--- config.mk ---
export PLATFORM = sky130hd
export DESIGN_NAME = uft_top
export DESIGN_NICKNAME = d
export VERILOG_FILES = /design/src/uft_pkg.sv /design/src/uft_mem.sv /design/src/uft_top.sv
export VERILOG_INCLUDE_DIRS = /design/src
export SDC_FILE = /design/constraint.sdc
export NUM_CORES = 1
export LEC_CHECK = 0
export BUFFER_PORTS_ARGS = -buffer_cell sky130_fd_sc_hd__buf_2
export CORE_AREA = 3 3 163 165
export DETAILED_ROUTE_END_ITERATION = 10
export DIE_AREA = 0 0 166 168
export PLACE_DENSITY = 0.8
export SLEW_MARGIN = 25
export SYNTH_ARGS = -nofsm -noshare
export SYNTH_HDL_FRONTEND = slang
export SYNTH_HIERARCHICAL = 1
export SYNTH_SLANG_ARGS = --single-unit
--- constraint.sdc ---
create_clock -name sys_clk -period 5.3 [get_ports sys_clk]
set_clock_uncertainty 0.1 [all_clocks]
set_input_delay 0.53 -clock sys_clk [delete_from_list [all_inputs] [get_ports sys_clk]]
set_output_delay 0.53 -clock sys_clk [all_outputs]
set_load 0.02 [all_outputs]
--- src/uft_defines.svh ---
// Address map, field positions, reset values and sizes of the FIFO test access block
`ifndef UFT_DEFINES_SVH
`define UFT_DEFINES_SVH
`define UFT_ADDR_DATA    32'h5000_1000
`define UFT_ADDR_QCTRL   32'h5000_1008
`define UFT_ADDR_FAR     32'h5000_1070
`define UFT_ADDR_USR     32'h5000_107c
`define UFT_ADDR_TFL     32'h5000_1080
`define UFT_ADDR_RFL     32'h5000_1084
`define UFT_ADDR_ISTAT   32'h5000_10a0
`define UFT_ADDR_IMASK   32'h5000_10a4
`define UFT_DEPTH        16
`define UFT_PTR_W        4
`define UFT_CNT_W        5
`define UFT_DATA_W       8
`define UFT_NCH          2
`define UFT_CH_RX        0
`define UFT_CH_TX        1
`define UFT_CAP_FIFO     5'h10
`define UFT_CAP_HOLD     5'h01
`define UFT_CNT_ZERO     5'h00
`define UFT_PTR_ZERO     4'h0
`define UFT_FAR_EN       0
`define UFT_QC_EN        0
`define UFT_QC_RXRST     1
`define UFT_QC_TXRST     2
`define UFT_USR_BUSY     0
`define UFT_USR_TFNF     1
`define UFT_USR_TFE      2
`define UFT_USR_RFNE     3
`define UFT_USR_RFF      4
`define UFT_USR_W        5
`define UFT_IRQ_RXDATA   0
`define UFT_IRQ_RXOVR    1
`define UFT_IRQ_TXLOST   2
`define UFT_IRQ_W        3
`define UFT_RST_FAR      1'b0
`define UFT_RST_QC       1'b0
`define UFT_RST_IRQ      3'h0
`define UFT_RST_BUSY     1'b0
`define UFT_HTRANS_ACT   1
`define UFT_HSIZE_WORD   3'h2
`define UFT_ZERO32       32'h0000_0000
`define UFT_ZERO8        8'h00
`endif

--- src/uft_pkg.sv ---
// Shared types of the FIFO test access block
`include "uft_defines.svh"
package uft_pkg;
   typedef logic [`UFT_DATA_W-1:0] uft_byte_type;
   typedef logic [`UFT_PTR_W-1:0]  uft_ptr_type;
   typedef logic [`UFT_CNT_W-1:0]  uft_cnt_type;
   typedef enum logic {uft_bus_idle, uft_bus_rdwait} uft_bus_state_type;
endpackage

--- src/uft_mem.sv ---
// Queue storage with registered read data
`timescale 1ns/1ns
module uft_mem
   import uft_pkg::*;
(
   input  wire logic         sys_clk,
   input  wire logic         rst,
   input  wire logic         wr_en,
   input  wire uft_ptr_type  waddr,
   input  wire uft_byte_type wdata,
   input  wire uft_ptr_type  raddr,
   output uft_byte_type      rdata_r
);
   uft_byte_type mem [`UFT_DEPTH];

   // Storage has no reset; only the read register is cleared
   always_ff @(posedge sys_clk)
   begin
      if (wr_en)
         mem[waddr] <= wdata;
   end

   always_ff @(posedge sys_clk or posedge rst)
   begin
      if (rst)
         rdata_r <= `UFT_ZERO8;
      else
         rdata_r <= mem[raddr];
   end
endmodule // uft_mem

--- src/uft_top.sv ---
// FIFO test access, queue status and level reporting over AHB-Lite
// Function
// Test access bit zero enables mode, resets zero
// Without option, test access writes ignored
// Test mode with queues: write rx, read tx
// Test mode without queues: holding registers accessed
// Test mode change clears both queues
// Status bit four shows receive queue full
// Status bit three shows receive queue nonempty
// Status bit two shows transmit queue empty
// Status bit one shows transmit not full
// Status bit zero shows serial activity
// Activity may miss an arriving start bit
// Separate serial clock delays activity flag
// Two level registers report queue occupancy
// Queue enable selects receive head or holding
// Levels and flags update with occupancy change
`timescale 1ns/1ns
module uft_top
   import uft_pkg::*;
#(
   parameter bit FIFO_ACCESS = 1'b1
)
(
   input  wire logic         sys_clk,
   input  wire logic         rst,
   input  wire logic         hsel,
   input  wire logic [31:0]  haddr,
   input  wire logic [1:0]   htrans,
   input  wire logic         hwrite,
   input  wire logic [2:0]   hsize,
   input  wire logic [31:0]  hwdata,
   input  wire logic         hready,
   output logic              hreadyout,
   output logic [31:0]       hrdata,
   output logic              hresp,
   input  wire logic         rx_push,
   input  wire uft_byte_type rx_data,
   input  wire logic         tx_pop,
   input  wire logic         shifter_active,
   output uft_byte_type      tx_data,
   output logic              tx_valid,
   output logic              irq
);

   function automatic logic hit(input logic [31:0] a, input logic [31:0] reg_addr);
      return a == reg_addr;
   endfunction

   // Bus slave state
   uft_bus_state_type st_r;
   uft_bus_state_type st_nxt;
   logic [31:0]       addr_r;
   logic              wr_pend_r;
   logic              hready_r;
   logic [31:0]       hrdata_r;
   logic              hresp_r;

   // Control and status
   logic                  fifo_test_access_enable;
   logic                  fifo_en_r;
   logic [`UFT_IRQ_W-1:0] ist_r;
   logic [`UFT_IRQ_W-1:0] ist_nxt;
   logic [`UFT_IRQ_W-1:0] imask_r;
   logic [`UFT_IRQ_W-1:0] imask_nxt;
   logic [`UFT_IRQ_W-1:0] ev;
   logic                  irq_r;
   logic                  busy_r;
   logic                  tx_valid_r;

   // Queue channels, index 0 receive and 1 transmit
   uft_ptr_type  wp_r   [`UFT_NCH];
   uft_ptr_type  rp_r   [`UFT_NCH];
   uft_cnt_type  cnt_r  [`UFT_NCH];
   logic         vld_r  [`UFT_NCH];
   uft_byte_type rdata  [`UFT_NCH];
   uft_byte_type win    [`UFT_NCH];
   logic         push_req [`UFT_NCH];
   logic         pop    [`UFT_NCH];
   logic         clr    [`UFT_NCH];
   logic         full   [`UFT_NCH];
   logic         empty  [`UFT_NCH];
   logic         acc    [`UFT_NCH];
   logic         ovw    [`UFT_NCH];
   logic         lost   [`UFT_NCH];

   // Address phase and data phase decode
   wire take     = hsel && htrans[`UFT_HTRANS_ACT] && hready && (hsize == `UFT_HSIZE_WORD);
   wire rd_now   = (st_r == uft_bus_rdwait);
   wire wr_data  = wr_pend_r && hit(addr_r, `UFT_ADDR_DATA);
   wire wr_far   = wr_pend_r && hit(addr_r, `UFT_ADDR_FAR) && FIFO_ACCESS;
   wire wr_qc    = wr_pend_r && hit(addr_r, `UFT_ADDR_QCTRL);
   wire wr_ist   = wr_pend_r && hit(addr_r, `UFT_ADDR_ISTAT);
   wire wr_imask = wr_pend_r && hit(addr_r, `UFT_ADDR_IMASK);
   wire rd_data  = rd_now && hit(addr_r, `UFT_ADDR_DATA);

   wire far_chg  = wr_far && (hwdata[`UFT_FAR_EN] != fifo_test_access_enable);
   wire qen_chg  = wr_qc && (hwdata[`UFT_QC_EN] != fifo_en_r);
   // Holding register mode behaves as a queue of one entry
   wire uft_cnt_type cap = fifo_en_r ? `UFT_CAP_FIFO : `UFT_CAP_HOLD;

   wire test_fifo = fifo_test_access_enable && fifo_en_r;
   wire test_hold = fifo_test_access_enable && !fifo_en_r;

   // Queue clear on mode change or explicit reset bit
   assign clr[`UFT_CH_RX] = far_chg || qen_chg || (wr_qc && hwdata[`UFT_QC_RXRST]);
   assign clr[`UFT_CH_TX] = far_chg || qen_chg || (wr_qc && hwdata[`UFT_QC_TXRST]);

   // In test mode the serial side is cut off so the bus owns both queues
   assign push_req[`UFT_CH_RX] = fifo_test_access_enable ? wr_data : rx_push;
   assign push_req[`UFT_CH_TX] = !fifo_test_access_enable && wr_data;
   assign win[`UFT_CH_RX]      = fifo_test_access_enable ? hwdata[`UFT_DATA_W-1:0] : rx_data;
   assign win[`UFT_CH_TX]      = hwdata[`UFT_DATA_W-1:0];
   assign pop[`UFT_CH_RX]      = !fifo_test_access_enable && rd_data && vld_r[`UFT_CH_RX];
   assign pop[`UFT_CH_TX]      = fifo_test_access_enable
                                 ? (rd_data && test_fifo && vld_r[`UFT_CH_TX])
                                 : (tx_pop && vld_r[`UFT_CH_TX]);

   genvar i;
   generate
      for (i = 0; i < `UFT_NCH; i++)
      begin : g_ch
         wire         we    = (acc[i] || ovw[i]) && !clr[i];
         wire uft_ptr_type waddr = ovw[i] ? rp_r[i] : wp_r[i];
         wire uft_cnt_type cnt_nxt = clr[i] ? `UFT_CNT_ZERO
                                     : uft_cnt_type'(cnt_r[i] + uft_cnt_type'(acc[i])
                                                     - uft_cnt_type'(pop[i]));
         wire uft_ptr_type wp_nxt = clr[i] ? `UFT_PTR_ZERO
                                    : uft_ptr_type'(wp_r[i] + uft_ptr_type'(acc[i]));
         wire uft_ptr_type rp_nxt = clr[i] ? `UFT_PTR_ZERO
                                    : uft_ptr_type'(rp_r[i] + uft_ptr_type'(pop[i]));
         wire         chg   = acc[i] || pop[i] || ovw[i] || clr[i];

         assign full[i]  = (cnt_r[i] == cap);
         assign empty[i] = (cnt_r[i] == `UFT_CNT_ZERO);
         assign acc[i]   = push_req[i] && (!full[i] || pop[i]);
         // Full holding register is overwritten; a full queue drops the word
         assign ovw[i]   = push_req[i] && full[i] && !pop[i] && !fifo_en_r;
         assign lost[i]  = push_req[i] && full[i] && !pop[i] && fifo_en_r;

         always_ff @(posedge sys_clk or posedge rst)
         begin
            if (rst)
            begin
               wp_r[i]  <= `UFT_PTR_ZERO;
               rp_r[i]  <= `UFT_PTR_ZERO;
               cnt_r[i] <= `UFT_CNT_ZERO;
            end
            else
            begin
               wp_r[i]  <= wp_nxt;
               rp_r[i]  <= rp_nxt;
               cnt_r[i] <= cnt_nxt;
            end
         end

         // Head is trusted only after read data has settled one cycle
         always_ff @(posedge sys_clk or posedge rst)
         begin
            if (rst)
               vld_r[i] <= 1'b0;
            else
               vld_r[i] <= !empty[i] && !chg;
         end

         uft_mem u_mem
         (
            .sys_clk (sys_clk),
            .rst     (rst),
            .wr_en   (we),
            .waddr   (waddr),
            .wdata   (win[i]),
            .raddr   (rp_r[i]),
            .rdata_r (rdata[i])
         );
      end
   endgenerate

   // Status word and read selection
   wire [`UFT_USR_W-1:0] usr_val =
      {full[`UFT_CH_RX],
       !empty[`UFT_CH_RX],
       empty[`UFT_CH_TX],
       !full[`UFT_CH_TX],
       busy_r};

   wire rd_src_tx = fifo_test_access_enable;
   wire uft_byte_type data_val = rd_src_tx
      ? (vld_r[`UFT_CH_TX] ? rdata[`UFT_CH_TX] : `UFT_ZERO8)
      : (vld_r[`UFT_CH_RX] ? rdata[`UFT_CH_RX] : `UFT_ZERO8);

   wire [31:0] rd_val =
      hit(addr_r, `UFT_ADDR_DATA)  ? 32'(data_val) :
      hit(addr_r, `UFT_ADDR_QCTRL) ? 32'(fifo_en_r) :
      hit(addr_r, `UFT_ADDR_FAR)   ? 32'(fifo_test_access_enable) :
      hit(addr_r, `UFT_ADDR_USR)   ? 32'(usr_val) :
      hit(addr_r, `UFT_ADDR_TFL)   ? 32'(cnt_r[`UFT_CH_TX]) :
      hit(addr_r, `UFT_ADDR_RFL)   ? 32'(cnt_r[`UFT_CH_RX]) :
      hit(addr_r, `UFT_ADDR_ISTAT) ? 32'(ist_r) :
      hit(addr_r, `UFT_ADDR_IMASK) ? 32'(imask_r) :
      `UFT_ZERO32;

   // Bus state machine: reads take one wait state so queue heads can settle
   always_comb
   begin
      st_nxt = st_r;
      unique case (st_r)
         uft_bus_idle:
            if (take && !hwrite)
               st_nxt = uft_bus_rdwait;
         uft_bus_rdwait:
            st_nxt = uft_bus_idle;
      endcase
   end

   always_ff @(posedge sys_clk or posedge rst)
   begin
      if (rst)
      begin
         st_r      <= uft_bus_idle;
         addr_r    <= `UFT_ZERO32;
         wr_pend_r <= 1'b0;
      end
      else
      begin
         st_r      <= st_nxt;
         addr_r    <= take ? haddr : addr_r;
         wr_pend_r <= take && hwrite;
      end
   end

   always_ff @(posedge sys_clk or posedge rst)
   begin
      if (rst)
      begin
         hready_r <= 1'b1;
         hrdata_r <= `UFT_ZERO32;
         hresp_r  <= 1'b0;
      end
      else
      begin
         hready_r <= !(take && !hwrite);
         hrdata_r <= rd_now ? rd_val : hrdata_r;
         hresp_r  <= 1'b0;
      end
   end

   // Control registers
   always_ff @(posedge sys_clk or posedge rst)
   begin
      if (rst)
      begin
         fifo_test_access_enable <= `UFT_RST_FAR;
         fifo_en_r               <= `UFT_RST_QC;
      end
      else
      begin
         if (wr_far)
            fifo_test_access_enable <= hwdata[`UFT_FAR_EN];
         if (wr_qc)
            fifo_en_r <= hwdata[`UFT_QC_EN];
      end
   end

   // Sticky events: a new event wins over a same-cycle clear
   assign ev[`UFT_IRQ_RXDATA] = acc[`UFT_CH_RX] || ovw[`UFT_CH_RX];
   assign ev[`UFT_IRQ_RXOVR]  = lost[`UFT_CH_RX] || ovw[`UFT_CH_RX];
   assign ev[`UFT_IRQ_TXLOST] = lost[`UFT_CH_TX] || ovw[`UFT_CH_TX];
   assign ist_nxt   = (ist_r & ~(wr_ist ? hwdata[`UFT_IRQ_W-1:0] : `UFT_RST_IRQ)) | ev;
   assign imask_nxt = wr_imask ? hwdata[`UFT_IRQ_W-1:0] : imask_r;

   always_ff @(posedge sys_clk or posedge rst)
   begin
      if (rst)
      begin
         ist_r   <= `UFT_RST_IRQ;
         imask_r <= `UFT_RST_IRQ;
         irq_r   <= 1'b0;
      end
      else
      begin
         ist_r   <= ist_nxt;
         imask_r <= imask_nxt;
         irq_r   <= |(ist_nxt & imask_nxt);
      end
   end

   // Valid is registered so the output comes straight from a flip-flop
   wire far_nxt    = wr_far ? hwdata[`UFT_FAR_EN] : fifo_test_access_enable;
   wire tx_vld_nxt = !empty[`UFT_CH_TX] && !g_ch[`UFT_CH_TX].chg && !far_nxt;

   always_ff @(posedge sys_clk or posedge rst)
   begin
      if (rst)
         tx_valid_r <= 1'b0;
      else
         tx_valid_r <= tx_vld_nxt;
   end

   // Activity: shifter busy or any word buffered. A start bit still being
   // qualified by the shifter is not yet seen here. With a single clock there
   // is no extra synchroniser lag on this flag.
   always_ff @(posedge sys_clk or posedge rst)
   begin
      if (rst)
         busy_r <= `UFT_RST_BUSY;
      else
         busy_r <= shifter_active
                   || !empty[`UFT_CH_RX] || !empty[`UFT_CH_TX];
   end

   assign hreadyout = hready_r;
   assign hrdata    = hrdata_r;
   assign hresp     = hresp_r;
   assign tx_data   = rdata[`UFT_CH_TX];
   // Shifter sees nothing while the bus owns the transmit queue
   assign tx_valid  = tx_valid_r;
   assign irq       = irq_r;

   wire unused_ok = test_hold;
endmodule // uft_top

; ---- After elaboration in Yosys (flattened, before gate mapping)
; Memories as Yosys holds them, arrays and structs flattened. A register that Yosys moved wholly into a read port is not among the register bits.
; Index checks and enable logic that the tools add are counted.
[totals]
ff_bits = 106
ramBits = 256
in_bits = 85
out_inout_bits = 44
elab_cells = 152
n_memories = 2
[op_classes]
add_sub_neg = 8
eq_ne = 13
mux = 32
bitwise_logic = 5
reduce_logical = 72
[mem_list]
columns = memory, words, width, rd, rd_clocked_by_memory_dff, write_ports, line_no
row1 = g_ch[0].u_mem.mem, 16, 8, 1, 1, 1, uft_mem.sv:14  ; uft_byte_type mem [`UFT_DEPTH];
row2 = g_ch[1].u_mem.mem, 16, 8, 1, 1, 1, uft_mem.sv:14
[ops]
columns = cell, n
row1 = "== test 32 x 31 -> 1 bit, second input constant", 8
row2 = two-way mux 5 bit, 8
row3 = two-way mux 8 bit, 5
row4 = logical AND 1 bit, 37
row5 = two-way mux 4 bit, 6
row6 = logical OR 1 bit, 17
row7 = adder 4 x 1 -> 4 bit, 4
row8 = logical NOT 1 bit, 15
row9 = two-way mux 3 bit, 4
row10 = adder 5 x 1 -> 5 bit, 2
row11 = == test 5 bit, 2
row12 = logical NOT 5 bit, 2
row13 = subtractor 5 x 1 -> 5 bit, 2
row14 = two-way mux 1 bit, 8
row15 = bitwise AND 3 bit, 2
row16 = "== test 3 x 2 -> 1 bit, second input constant", 1
row17 = NOT 3 bit, 1
row18 = bitwise OR 3 bit, 1
row19 = OR reduction 3 bit, 1
row20 = inequality test 1 bit, 2
row21 = one-hot mux 1 bit (2 select lines), 1
row22 = NOT 1 bit, 1

; ---- Depth between registers and ports, before layout
; Gate-level depths: netlist of run 1.
[depth]
ltp_word = 13
ltp_mapped = 15
ltp_nobuf = 14

; ---- By module
; The synthesis of run 1 kept the hierarchy.
[by_module_without_submodules]
columns = mod, instances, cells_each, area_each_um2
row1 = uft_mem, 2, 230, 5191.2
row2 = uft_top, 1, 435, 4758.3

; ---- Worst setup path after synthesis of run 1
; No wires, ideal clock.
[synth_timing]
kind = flip-flop to flip-flop
from = register addr_r[27]
to = memory g_ch[1].u_mem/mem[0][0] (netlist name) (enable)
t_arrival_ns = 3.382
t_required_ns = 4.817
slack_ns = 1.434
path_stages_with_launch = 9
n_path_buf = 1
period_less_slack_ns = 3.866
cell_sequence = dfrtp_1 nor4b_4 nand4_4 or3_4 or4_1 buf_6 mux2_4 or3b_2 nor3_1
[synth_via]
word_cells_on_any_way = 28
[synth_lines]
columns = element, line_no
row1 = "start, declared", uft_top.sv:53  ; logic [31:0] addr_r;
row2 = "start signal, assigned", uft_top.sv:221  ; addr_r <= `UFT_ZERO32;
row3 = "start signal, assigned", uft_top.sv:227  ; addr_r <= take ? haddr : addr_r;
row4 = == test 32 x 31 -> 1 bit *, uft_top.sv:47  ; return a == reg_addr;
row5 = logical AND 1 bit, uft_top.sv:95  ; wire rd_data = rd_now && hit(addr_r, `UFT_ADDR_DATA);
row6 = logical AND 1 bit (2 in a row), uft_top.sv:116  ; ? (rd_data && test_fifo && vld_r[`UFT_CH_TX])
row7 = two-way mux 1 bit, uft_top.sv:115  ; assign pop[`UFT_CH_TX] = fifo_test_access_enable
row8 = logical NOT 1 bit, uft_top.sv:138  ; assign ovw[i] = push_req[i] && full[i] && !pop[i] && !fifo_en_r;
row9 = logical AND 1 bit * (2 in a row), uft_top.sv:138
row10 = two-way mux 4 bit *, uft_top.sv:124  ; wire uft_ptr_type waddr = ovw[i] ? rp_r[i] : wp_r[i];
row11 = named net g_ch[1].waddr[2], uft_top.sv:124
row12 = "end, declared", uft_mem.sv:14
; Mark *: on every way through the listed nets, which the timed path passes. The rest lies on a longest branch.

; ---- Worst setup path in the final report of run 1
[layout_timing]
from = register addr_r[5]
to = memory g_ch[1].u_mem/mem[1][1] (netlist name) (enable)
; The elaborated chain is that of the path after synthesis.

==> summary.md, run 1 <==
| Metric | Value |
|---|---|
| Slowest stage delay, CP | `0.70 ns` |
| Sw frac | `0.277` |
| Final nets | `between 1,000 and 1,500` |
| GPL Wtd Cong | `0.889` |
| WP depth | `7` |
| Hold WC Path Type | `in -> reg` |
| Clk sink count | `354` |
| Status | `complete, no violations` |
| Slew Limit Fails | `0` |
| Yosys warns | `6` |
| Die width | `166 um` |
| Pwr/cell area | `425 nW/um^2` |
| Final setup viols | `0` |
| Tmin final | `4.29 ns` |
| Fin crit share | `0.810` |
| First-pass GRT wire length | `48,600 um` |
| Post-Synth Adder-Cell Area | `0.0200` |
| Gate Count Post-Synth | `895` |
| Arrival time at the worst endpoint | `roughly 4.3 ns` |
| Net switching power | `1980 uW` |
| Netlist Area Pre-Place | `~15,000 um^2` |
| Post-synth EDFFs | `256` |
| Commonest non-fill, non-tap cell in the layout | `edfxtp_1` |
| Latest clock arrival within the worst-skew pair | `0.52 ns` |
| Most frequent cells in the layout | `edfxtp_1 (256), dfrtp_1 (94), buf_2 (78)` |
| XOR/XNOR share of the synthesized area | `0.0104` |
| First DRT Iteration DRCs | `964` |
| CTS tree | `yes` |
| Hpwl dp | `20,000 um` |
| Routed wire per std cell | `around 23 um` |
| Initial Util | `0.601` |
| Mux cell area share after synthesis | `0.143` |
| Sequential area share after synthesis | `0.670` |
| Synth async-reset ratio | `0.277` |
| Initial antenna violation count | `0` |
| Top Family by Delay on Critical Path | `simple AND/OR/NAND/NOR gates` |
| GRT Total Usage | `0.223` |
| Post-synth top flop | `edfxtp_1` |
| Num CTS Buffers | `36` |
| Simple-gate portion of the synthesized area | `0.0817` |
| FF+latch count, synth | `354` |
| Peak VDD IR | `0.348 mV` |
| Die height | `168 um` |
| Worst R2R Setup Slack | `1.01 ns` |
| DRC viols | `0` |
| Root buffer cell | `clkbuf_16` |
| Comb power frac | `0.176` |
| Clock-pin slew on the worst setup and hold paths | `0.06 ns` |
| Final hold viol count | `0` |
| WS Path Type | `reg -> reg` |
| CP bufs+invs | `0` |
| Reg power frac | `0.496` |
| CTS H-tree lvls | `2` |
| RSZ-0062 raised after global routing | `false` |
| Pwr Total | `7130 uW` |
| Main combinational cell family by area after synthesis | `multiplexers` |
| DR vias | `8,361` |
| DR pass1 iterations | `6` |
| Clk buf depth | `3` |
| Die Area | `roughly 28,000 um^2` |
| LEAKAGE | `0.00612 uW` |
| CP max FO | `14` |
| Io pins | `129` |
| Compound-Gate Fraction of Synth Area | `0.0402` |
| Detail Route Antenna Nets | `0` |
| CP startpoint kind | `register` |
| Crit path required time | `5.34 ns` |
| Post-synth top area share | `0.508` |
| Final wirelength | `31,100 um` |
| Setup TNS | `0 ns` |
| Internal power | `5160 uW` |
| Clock power share | `0.328` |
| PostCTS Resize Cnt | `0` |
| Synth cell types | `65` |
| Critical path endpoint category | `register` |
| Pin count of the biggest net entering global routing | `46` |
| Max capacitance violation total | `0` |
| WHS | `0.128 ns` |
| Ratio of cells with drive above 1 in the final layout | `0.246` |
| Core footprint | `25,200 um^2` |
| Port bufs | `78` |
| P&R area growth vs syn | `10.9%` |
| Crit-path cells | `nor4_4 > nand2_1 > or3_4 > or4_1 > mux2_4 > or3b_2 > nor2_1` |
| Cell accounting for the most synthesized area | `edfxtp_1` |
| Vias in the first global route | `around 8,500` |
| Antenna cells | `0` |
| FF-to-FF path depth | `7` |
| Gr ovfl total | `0` |
| Least-Margin Pin Slew | `0.958 ns` |
| Headroom to the max-slew limit | `0.359` |
| # rows | `58` |
| Worst Hold Path Cells | `3` |
| Fmax | `around 230 MHz` |
| Avg Inst Size Synth | `roughly 17 um^2` |
| Slowest cell on the critical path | `or4_1` |
| Synth area leaders | `edfxtp_1 (51%), dfrtp_1 (16%), mux4_2 (5.4%)` |
| Vias per cell | `6.23` |
## registers in the layout (all words and copies together) (netlist names), 3 cells and up
register,cells
cnt_r,10
wp_r,8
ist_r,3
g_ch.u_mem/rdata_r,16
g_ch.u_mem/mem,256
hrdata,8
rp_r,8
addr_r,32
imask_r,3
## cell type report
| cell class | instances | area (um^2) |
|---|---|---|
| clock buffer | 57 | 1020 |
| clock inverter | 9 | 75.1 |
| fill | 1614 | 8400 |
| inverter | 20 | 76.3 |
| multi-input combinational | 481 | 4570 |
| sequential | 354 | 10100 |
| tap | 330 | 413 |
| timing repair buffer | 90 | 483 |
## tightest hold or removal path, cell delays in order
cell and delay (ns):
buf_2 0.07, nand2_1 0.04, o21ai_0 0.06
## power groups by stage
stage	registers, uW	clock network (uW)	logic [uW]
after floorplan	3420	0	1050
after global placement	3580	0	1200
after detailed placement	3590	0	1250
after CTS	3540	2380	1260
after global routing	3570	2490	1370
final	3540	2340	1260
## layer usage
layer,global-route usage,wire [um],up-vias
li1,-,-,3636
met1,0.312,12500,4235
met2,0.365,15200,417
met3,0.0369,2400,73
met4,0.0770,1010,0
met5,0,0,-
## cell usage after synthesis (all sizes together), types with 6 or more instances
cell / number
or4: 7
nor2: 57
mux4: 64
ha: 21
xor2: 8
nor3: 15
nor2b: 20
clkdlybuf4s25: 6
nand4: 8
a21oi: 9
xnor2: 10
or3: 6
o21ai: 10
nand2: 37
edfxtp: 256
nand2b: 8
nor4: 10
and2: 6
inv: 20
nand3b: 8
a22oi: 37
mux2: 52
clkbuf: 10
dfrtp: 97
buf: 48
nand3: 15
## what timing repair did
item / 4_1_cts / 5_1_grt
hold buffers: 1 / 0
setup buffers: 0 / 0
hold endpoints to repair: 16 / 0
## per-stage QoR
stage | cell area [um^2] | cells | utilization | worst slack (ns)
floorplan | 15200 | 919 | - | 1.43
global route | 16800 | 1341 | 0.667 | 0.805
CTS | 16800 | 1341 | 0.666 | 1.06
detailed placement | 15700 | 1274 | 0.622 | 1.10
finish | 16800 | 1341 | 0.667 | 1.01
global placement | 15700 | 1274 | 0.622 | 1.12
## cell families (layout without fill, tap and decap cells)
kind of cell / count (synthesis) / after routing
AO/OA/AOI/OAI: 83 / 83
buffers and inverters: 84 / 176
AND/OR/NAND/NOR: 214 / 214
XOR/XNOR: 18 / 18
flip-flops: 354 / 354
other: 1 / 25
multiplexers: 118 / 118
adder cells (fa/ha/maj): 23 / 23
## path summary, 6_finish.rpt
kind / endpoint / start
worst max-delay path: g_ch[1].u_mem/mem[1][1] / addr_r[5]
worst min-delay path: addr_r[2] / haddr[2]
worst max register to register: g_ch[1].u_mem/mem[1][1] / addr_r[5]
worst min register to register: ist_r[0] / ist_r[0]
max in group asynchronous: rp_r[0] / rst
min in group asynchronous: g_ch[1].u_mem/rdata_r[4] / rst
Note: power is estimated with default switching activity, not from simulation.
==> run 2, diff against run 1 <==
==> constraint.sdc (replaced) <==
create_clock -name sys_clk -period 4.47 [get_ports sys_clk]
set_clock_uncertainty 0.1 [all_clocks]
set_input_delay 0.447 -clock sys_clk [delete_from_list [all_inputs] [get_ports sys_clk]]
set_output_delay 0.447 -clock sys_clk [all_outputs]
set_load 0.02 [all_outputs]
==> summary.md, run 2 (same netlist as run 1, synthesis figures left out) <==
| Metric | Value |
|---|---|
| FF-to-FF path depth | `8 (+1)` |
| RSZ-0062 raised after global routing | `false` |
| Pwr/cell area | `508 nW/um^2 (+20%)` |
| Slowest cell on the critical path | `or4_1` |
| Latest clock arrival within the worst-skew pair | `0.52 ns (about the same)` |
| CP max FO | `8 (-6)` |
| Setup TNS | `0 ns (unchanged)` |
| Slew Limit Fails | `0 (unchanged)` |
| Core footprint | `25,200 um^2 (unchanged)` |
| Status | `complete, no violations` |
| Num CTS Buffers | `36 (unchanged)` |
| Least-Margin Pin Slew | `0.922 ns (-0.0354 ns)` |
| Antenna cells | `0 (unchanged)` |
| Tmin final | `3.89 ns (-0.402 ns)` |
| Crit path required time | `4.58 ns (-0.76 ns)` |
| Largest reg by FF count | `g_ch.u_mem/mem` |
| DR pass1 iterations | `7 (+1)` |
| Routed wire per std cell | `23.7 um (+2.4%)` |
| Die Area | `27,900 um^2 (unchanged)` |
| Top Family by Delay on Critical Path | `simple AND/OR/NAND/NOR gates` |
| Fmax | `257 MHz (+10%)` |
| DRC viols | `0 (unchanged)` |
| Commonest non-fill, non-tap cell in the layout | `edfxtp_1` |
| Slowest stage delay, CP | `0.70 ns (about the same)` |
| Final setup viols | `0 (unchanged)` |
| Detail Route Antenna Nets | `0 (unchanged)` |
| Pwr Total | `8690 uW (+22%)` |
| Headroom to the max-slew limit | `0.385 (+0.0259)` |
| Ratio of cells with drive above 1 in the final layout | `0.276 (+0.0294)` |
| GPL Wtd Cong | `0.859 (-3.4%)` |
| Arrival time at the worst endpoint | `4.01 ns (-0.33 ns)` |
| Max reg flops | `256 (unchanged)` |
| Final wirelength | `32,500 um (+4.7%)` |
| CTS H-tree lvls | `2 (unchanged)` |
| Hold WC Path Type | `in -> reg` |
| Clk buf depth | `3 (unchanged)` |
| Worst Hold Path Cells | `3 (unchanged)` |
| Critical path endpoint category | `register` |
| Hpwl dp | `20,900 um (+4.4%)` |
| Max capacitance violation total | `0 (unchanged)` |
| First DRT Iteration DRCs | `896 (-7.1%)` |
| Peak VDD IR | `0.401 mV (+15%)` |
| Io pins | `129 (unchanged)` |
| Vias per cell | `6.22 (-0.29%)` |
| Pin count of the biggest net entering global routing | `57 (+24%)` |
| P&R area growth vs syn | `12.9%` |
| Clock-pin slew on the worst setup and hold paths | `0.06 ns (about the same)` |
| Die width | `166 um (unchanged)` |
| Root buffer cell | `clkbuf_16` |
| WS Path Type | `reg -> reg` |
| First-pass GRT wire length | `50,100 um (+3.2%)` |
| GRT Total Usage | `0.234 (+0.0111)` |
| Gr ovfl total | `0 (unchanged)` |
| WP depth | `8 (+1)` |
| Fillers | `1,600 (-0.87%)` |
| Clk sink count | `354 (unchanged)` |
| Initial Util | `0.601 (unchanged)` |
| Crit-path cells | `nor4_1 > nand2_1 > or3_4 > or4_1 > mux2_4 > or3b_2 > nor3_1 > buf_4` |
| WHS | `0.0619 ns (-0.0657 ns)` |
| CP startpoint kind | `register` |
| Final nets | `1,121 (+2.7%)` |
| Most frequent cells in the layout | `edfxtp_1 (256), dfrtp_1 (95), buf_2 (78)` |
| Top Registers | `g_ch.u_mem/mem x256, addr_r x32, g_ch.u_mem/rdata_r x16` |
| Vias in the first global route | `8,684 (+2.7%)` |
| CTS tree | `yes` |
| CP bufs+invs | `1 (+1)` |
| Fin crit share | `0.871 (+0.0606)` |
| LEAKAGE | `0.00631 uW (+3.2%)` |
| # rows | `58 (unchanged)` |
| Initial antenna violation count | `0 (unchanged)` |
| Port bufs | `78 (unchanged)` |
| Die height | `168 um (unchanged)` |
| Util after Layout | `0.679 (+0.0123)` |
| Final hold viol count | `0 (unchanged)` |
| DR vias | `8,523 (+1.9%)` |
## run 2: metal layers
layer,global-route usage,vias to the layer above,part of all wire
met5,0,-,0
met1,0.315,4312,0.39
met3,0.0528,72,0.091
met4,0.0731,0,0.032
li1,-,3691,-
met2,0.389,448,0.49
## run 2: final timing paths
path / start / to / slack (ns)
min in group asynchronous: rst / g_ch[1].u_mem/rdata_r[1] / 0.40
max in group asynchronous: rst / rp_r[4] / 2.86
max reg2reg: addr_r[13] / g_ch[1].u_mem/mem[0][6] / 0.58
min reg2reg: ist_r[2] / ist_r[2] / 0.40
min: haddr[2] / addr_r[2] / 0.06
max: addr_r[13] / g_ch[1].u_mem/mem[0][6] / 0.58
## run 2: worst register-to-register path, stage by stage, from the launching register on
cell     delay (ns)
dfrtp_1        0.39
nor4_1         0.42
nand2_1        0.25
or3_4          0.46
or4_1          0.70
mux2_4         0.38
or3b_2         0.53
nor3_1         0.16
buf_4          0.21
## run 2: power by group
group / internal, uW / total, uW / leakage (uW) / switching, uW
combinational: 739 / 1580 / 0.00225 / 838
clock: 1760 / 2960 / 0.000562 / 1200
sequential: 3810 / 4160 / 0.00350 / 350
## run 2: final cells by class
class	count	area (um^2)	area share
multi-input combinational	481	4570	0.267
inverter	20	77.6	0.00454
clock inverter	17	181	0.0106
timing repair buffer	120	708	0.0414
tap	330	413	0.0242
clock buffer	49	1000	0.0586
sequential	354	10100	0.594
## run 2: stage by stage
step | area [um^2] | cells | worst slack [ns]
final | 17100 | 1371 | 0.577
after global routing | 17100 | 1371 | 0.283
after CTS | 17100 | 1371 | 0.602
after detailed placement | 15900 | 1304 | 0.631
after global placement | 15900 | 1304 | 0.673
after floorplan | 15200 | 919 | 0.604
## run 2: repair_timing
action | in CTS | in global routing
hold buffers | 1 | 0
hold endpoints to repair | 16 | 0
setup buffers | 0 | 0
resized for setup | 0 | 0
==> run 3, diff against run 2 <==
--- a/config.mk
+++ b/config.mk
@@ -7,12 +7,11 @@
 export NUM_CORES = 1
 export LEC_CHECK = 0
 export BUFFER_PORTS_ARGS = -buffer_cell sky130_fd_sc_hd__buf_2
-export CORE_AREA = 3 3 163 165
+export CORE_AREA = 3 3 213 215
+export CTS_CLUSTER_DIAMETER = 120
 export DETAILED_ROUTE_END_ITERATION = 10
-export DIE_AREA = 0 0 166 168
-export PLACE_DENSITY = 0.8
+export DIE_AREA = 0 0 216 218
 export SLEW_MARGIN = 25
 export SYNTH_ARGS = -nofsm -noshare
 export SYNTH_HDL_FRONTEND = slang
-export SYNTH_HIERARCHICAL = 1
 export SYNTH_SLANG_ARGS = --single-unit
==> summary.md, run 3 <==
| Metric | Value |
|---|---|
| Status | `complete, no violations` |
| Reg power frac | `0.472 (-0.006)` |
| Internal power | `6400 uW (+1.6%)` |
| Root buffer cell | `clkbuf_16` |
| Die width | `216 um (+30%)` |
| Pwr/cell area | `503 nW/um^2 (-1.1%)` |
| Die Area | `47,100 um^2 (+69%)` |
| Initial Util | `0.346 (-0.255)` |
| Synth cell types | `71 (+9.2%)` |
| Num CTS Buffers | `39 (+8.3%)` |
| DR pass1 iterations | `5 (-2)` |
| Initial antenna violation count | `0 (unchanged)` |
| Top Registers | `g_ch.u_mem.mem x256, addr_r x32, g_ch.u_mem.rdata_r x16` |
| Largest reg by FF count | `g_ch.u_mem.mem` |
| Routed wire per std cell | `21.2 um (-11%)` |
| CP bufs+invs | `0 (-1)` |
| Slowest stage delay, CP | `0.55 ns (-0.15 ns)` |
| LEAKAGE | `0.00633 uW (+0.23%)` |
| Vias in the first global route | `8,510 (-2.0%)` |
| CTS tree | `yes` |
| Port bufs | `78 (unchanged)` |
| Clk buf depth | `3 (unchanged)` |
| Slew Limit Fails | `0 (unchanged)` |
| Sequential area share after synthesis | `0.667 (-0.00303)` |
| Area after DPL | `16,400 um^2 (+3.0%)` |
| Gr ovfl total | `0 (unchanged)` |
| Post-synth EDFFs | `256 (unchanged)` |
| FF+latch count, synth | `354 (unchanged)` |
| # rows | `77 (+33%)` |
| Yosys warns | `0 (-6)` |
| Max capacitance violation total | `0 (unchanged)` |
| First-pass GRT wire length | `52,900 um (+5.6%)` |
| FF-to-FF path depth | `12 (+4)` |
| Synth async-reset ratio | `0.277 (unchanged)` |
| Clock-pin slew on the worst setup and hold paths | `0.05 ns (about the same)` |
| DR vias | `8,465 (-0.68%)` |
| Final setup viols | `0 (unchanged)` |
| Top Family by Delay on Critical Path | `adder cells` |
| Count leader, synth | `edfxtp_1` |
| Setup TNS | `0 ns (unchanged)` |
| Gate Count Post-Synth | `906 (+1.2%)` |
| Final nets | `1,134 (+1.2%)` |
| Antenna cells | `0 (unchanged)` |
| Clock power share | `0.344 (+0.004)` |
| Avg Inst Size Synth | `16.8 um^2 (-0.77%)` |
| Peak VDD IR | `0.223 mV (-44%)` |
| CP max FO | `11 (+3)` |
| Crit path required time | `4.79 ns (+0.21 ns)` |
| Most used cell, CP | `nor2_1` |
| Final wirelength | `34,900 um (+7.2%)` |
| Max reg flops | `256 (unchanged)` |
| Least-Margin Pin Slew | `0.902 ns (-0.0199 ns)` |
| WS Path Type | `reg -> reg` |
| Core footprint | `43,900 um^2 (+74%)` |
| Post-synth top area share | `0.505 (-0.00230)` |
| Die height | `218 um (+30%)` |
| Top cells by count, synth | `edfxtp_1 (256), dfrtp_1 (97), mux4_2 (80)` |
| GPL Wtd Cong | `0.861 (+0.31%)` |
| Latest clock arrival within the worst-skew pair | `0.55 ns (+0.03 ns)` |
| GRT Total Usage | `0.150 (-0.0845)` |
| Cell accounting for the most synthesized area | `edfxtp_1` |
| Fin crit share | `0.845 (-0.0255)` |
| Post-synth top flop | `edfxtp_1` |
| Hpwl dp | `22,700 um (+8.7%)` |
| Critical path endpoint category | `register` |
| Setup bufs post-CTS | `0 (unchanged)` |
| Sw frac | `0.278 (+0.00302)` |
| Netlist Area Pre-Place | `15,200 um^2 (+0.45%)` |
| Slowest cell on the critical path | `o41ai_4` |
| CTS H-tree lvls | `2 (unchanged)` |
| Arrival time at the worst endpoint | `4.09 ns (+0.08 ns)` |
| Comb power frac | `0.184 (+0.003)` |
| First DRT Iteration DRCs | `808 (-9.8%)` |
| Tmin final | `3.78 ns (-0.114 ns)` |
| Hold WC Path Type | `in -> reg` |
| Vias per cell | `5.15 (-17%)` |
| Io pins | `129 (unchanged)` |
| Cell area after layout | `17,600 um^2 (+3.2%)` |
| Fillers | `4,034 (+150%)` |
| Commonest non-fill, non-tap cell in the layout | `edfxtp_1` |
| WP depth | `12 (+4)` |
| Clk sink count | `354 (unchanged)` |
| Crit-path cells | `nor4_4 > nand3b_4 > o41ai_4 > o21ai_0 > ha_1 > ha_1 > fa_1 > a21oi_1 > nor2_1 > nor2_1 > xnor2_1 > nor2_1` |
| Ratio of cells with drive above 1 in the final layout | `0.300 (+0.0244)` |
| Final worst slack | `0.691 ns (+0.114 ns)` |
| DRC viols | `0 (unchanged)` |
| Fmax | `265 MHz (+3.0%)` |
| Headroom to the max-slew limit | `0.396 (+0.0110)` |
| P&R area growth vs syn | `16.0%` |
| Most frequent cells in the layout | `edfxtp_1 (256), dfrtp_1 (95), mux4_2 (80)` |
| Final hold viol count | `0 (unchanged)` |
| Net switching power | `2460 uW (+3.2%)` |
| Place WS | `0.671 ns (+0.0398 ns)` |
| RSZ-0062 raised after global routing | `false` |
| CP startpoint kind | `register` |
| Worst Hold Path Cells | `2 (-1)` |
| Synth area leaders | `edfxtp_1 (51%), dfrtp_1 (16%), mux4_2 (12%)` |
| Pin count of the biggest net entering global routing | `64 (+12%)` |
| Detail Route Antenna Nets | `0 (unchanged)` |
run 3: cell types whose count changed after synthesis, moves of 7 or more:
cell and change:
mux4_1 -28, a21oi_1 +14, nor2_1 -8, nand4b_1 +8, a22oi_1 -33, mux4_2 +44, nand2_1 -8, clkbuf_1 +21
buf_6 -7
run 3: cell type report:
cell class	count	area [um^2]	share of cell area
well taps	592	741	0.0420
repair buffers	123	743	0.0421
clock buffers	55	1070	0.0604
inverters	25	96.3	0.00546
clock inverters	14	136	0.00773
flip-flops and latches	354	10100	0.575
multi-input cells	482	4720	0.267
run 3: layer usage:
metal | global-route usage | share of wire
met5 | 0 | 0
met4 | 0.0549 | 0.027
met3 | 0.0307 | 0.065
met2 | 0.230 | 0.46
met1 | 0.213 | 0.45
run 3: per-stage QoR:
| stage | cells | util | power, uW | hold slack (ns) |
|---|---|---|---|---|
| floorplan | 930 | - | 5330 | 0.372 |
| global placement | 1570 | 0.373 | 5860 | 0.393 |
| global route | 1645 | 0.402 | 9300 | 0.0188 |
| CTS | 1645 | 0.401 | 8980 | 0.0000410 |
| finish | 1645 | 0.402 | 8870 | 0.0355 |
| detailed placement | 1570 | 0.373 | 5890 | 0.399 |
run 3: what timing repair did:
action | 4_1_cts | 5_1_grt
gates resized for setup | 0 | 0
endpoints found under the hold margin | 67 | 0
hold buffers | 6 | 0
run 3: logic make-up (layout without fill, tap and decap cells):
| logic type | Yosys count | in the layout | share of synthesized area |
|---|---|---|---|
| DFF | 354 | 354 | 0.667 |
| and+or+nand+nor | 204 | 204 | 0.0792 |
| muxes | 129 | 129 | 0.154 |
| buffers and inverters | 94 | 217 | 0.0297 |
| AOI/OAI and AO/OA | 83 | 83 | 0.0392 |
| adders and majority gates | 24 | 24 | 0.0207 |
| xor gates and xnor gates | 17 | 17 | 0.00979 |
| other | 1 | 25 | 0.000247 |
run 3: power groups by stage:
stage               clock, uW  sequential (uW)  combinational (uW)
finish                   3050             4180                1630
global route             3280             4230                1790
CTS                      3140             4180                1650
detailed placement          0             4250                1640
global placement            0             4240                1610
floorplan                   0             4050                1290
run 3: path summary, 6_finish.rpt:
check / start / to / slack [ns]
worst max-delay path: addr_r[5] / cnt_r[9] / 0.69
worst min register to register: addr_r[12] / addr_r[12] / 0.40
max in group asynchronous: rst / hreadyout / 2.76
worst min-delay path: hwrite / wr_pend_r / 0.04
worst max register to register: addr_r[5] / cnt_r[9] / 0.69
min in group asynchronous: rst / g_ch[1].u_mem.rdata_r[1] / 0.52
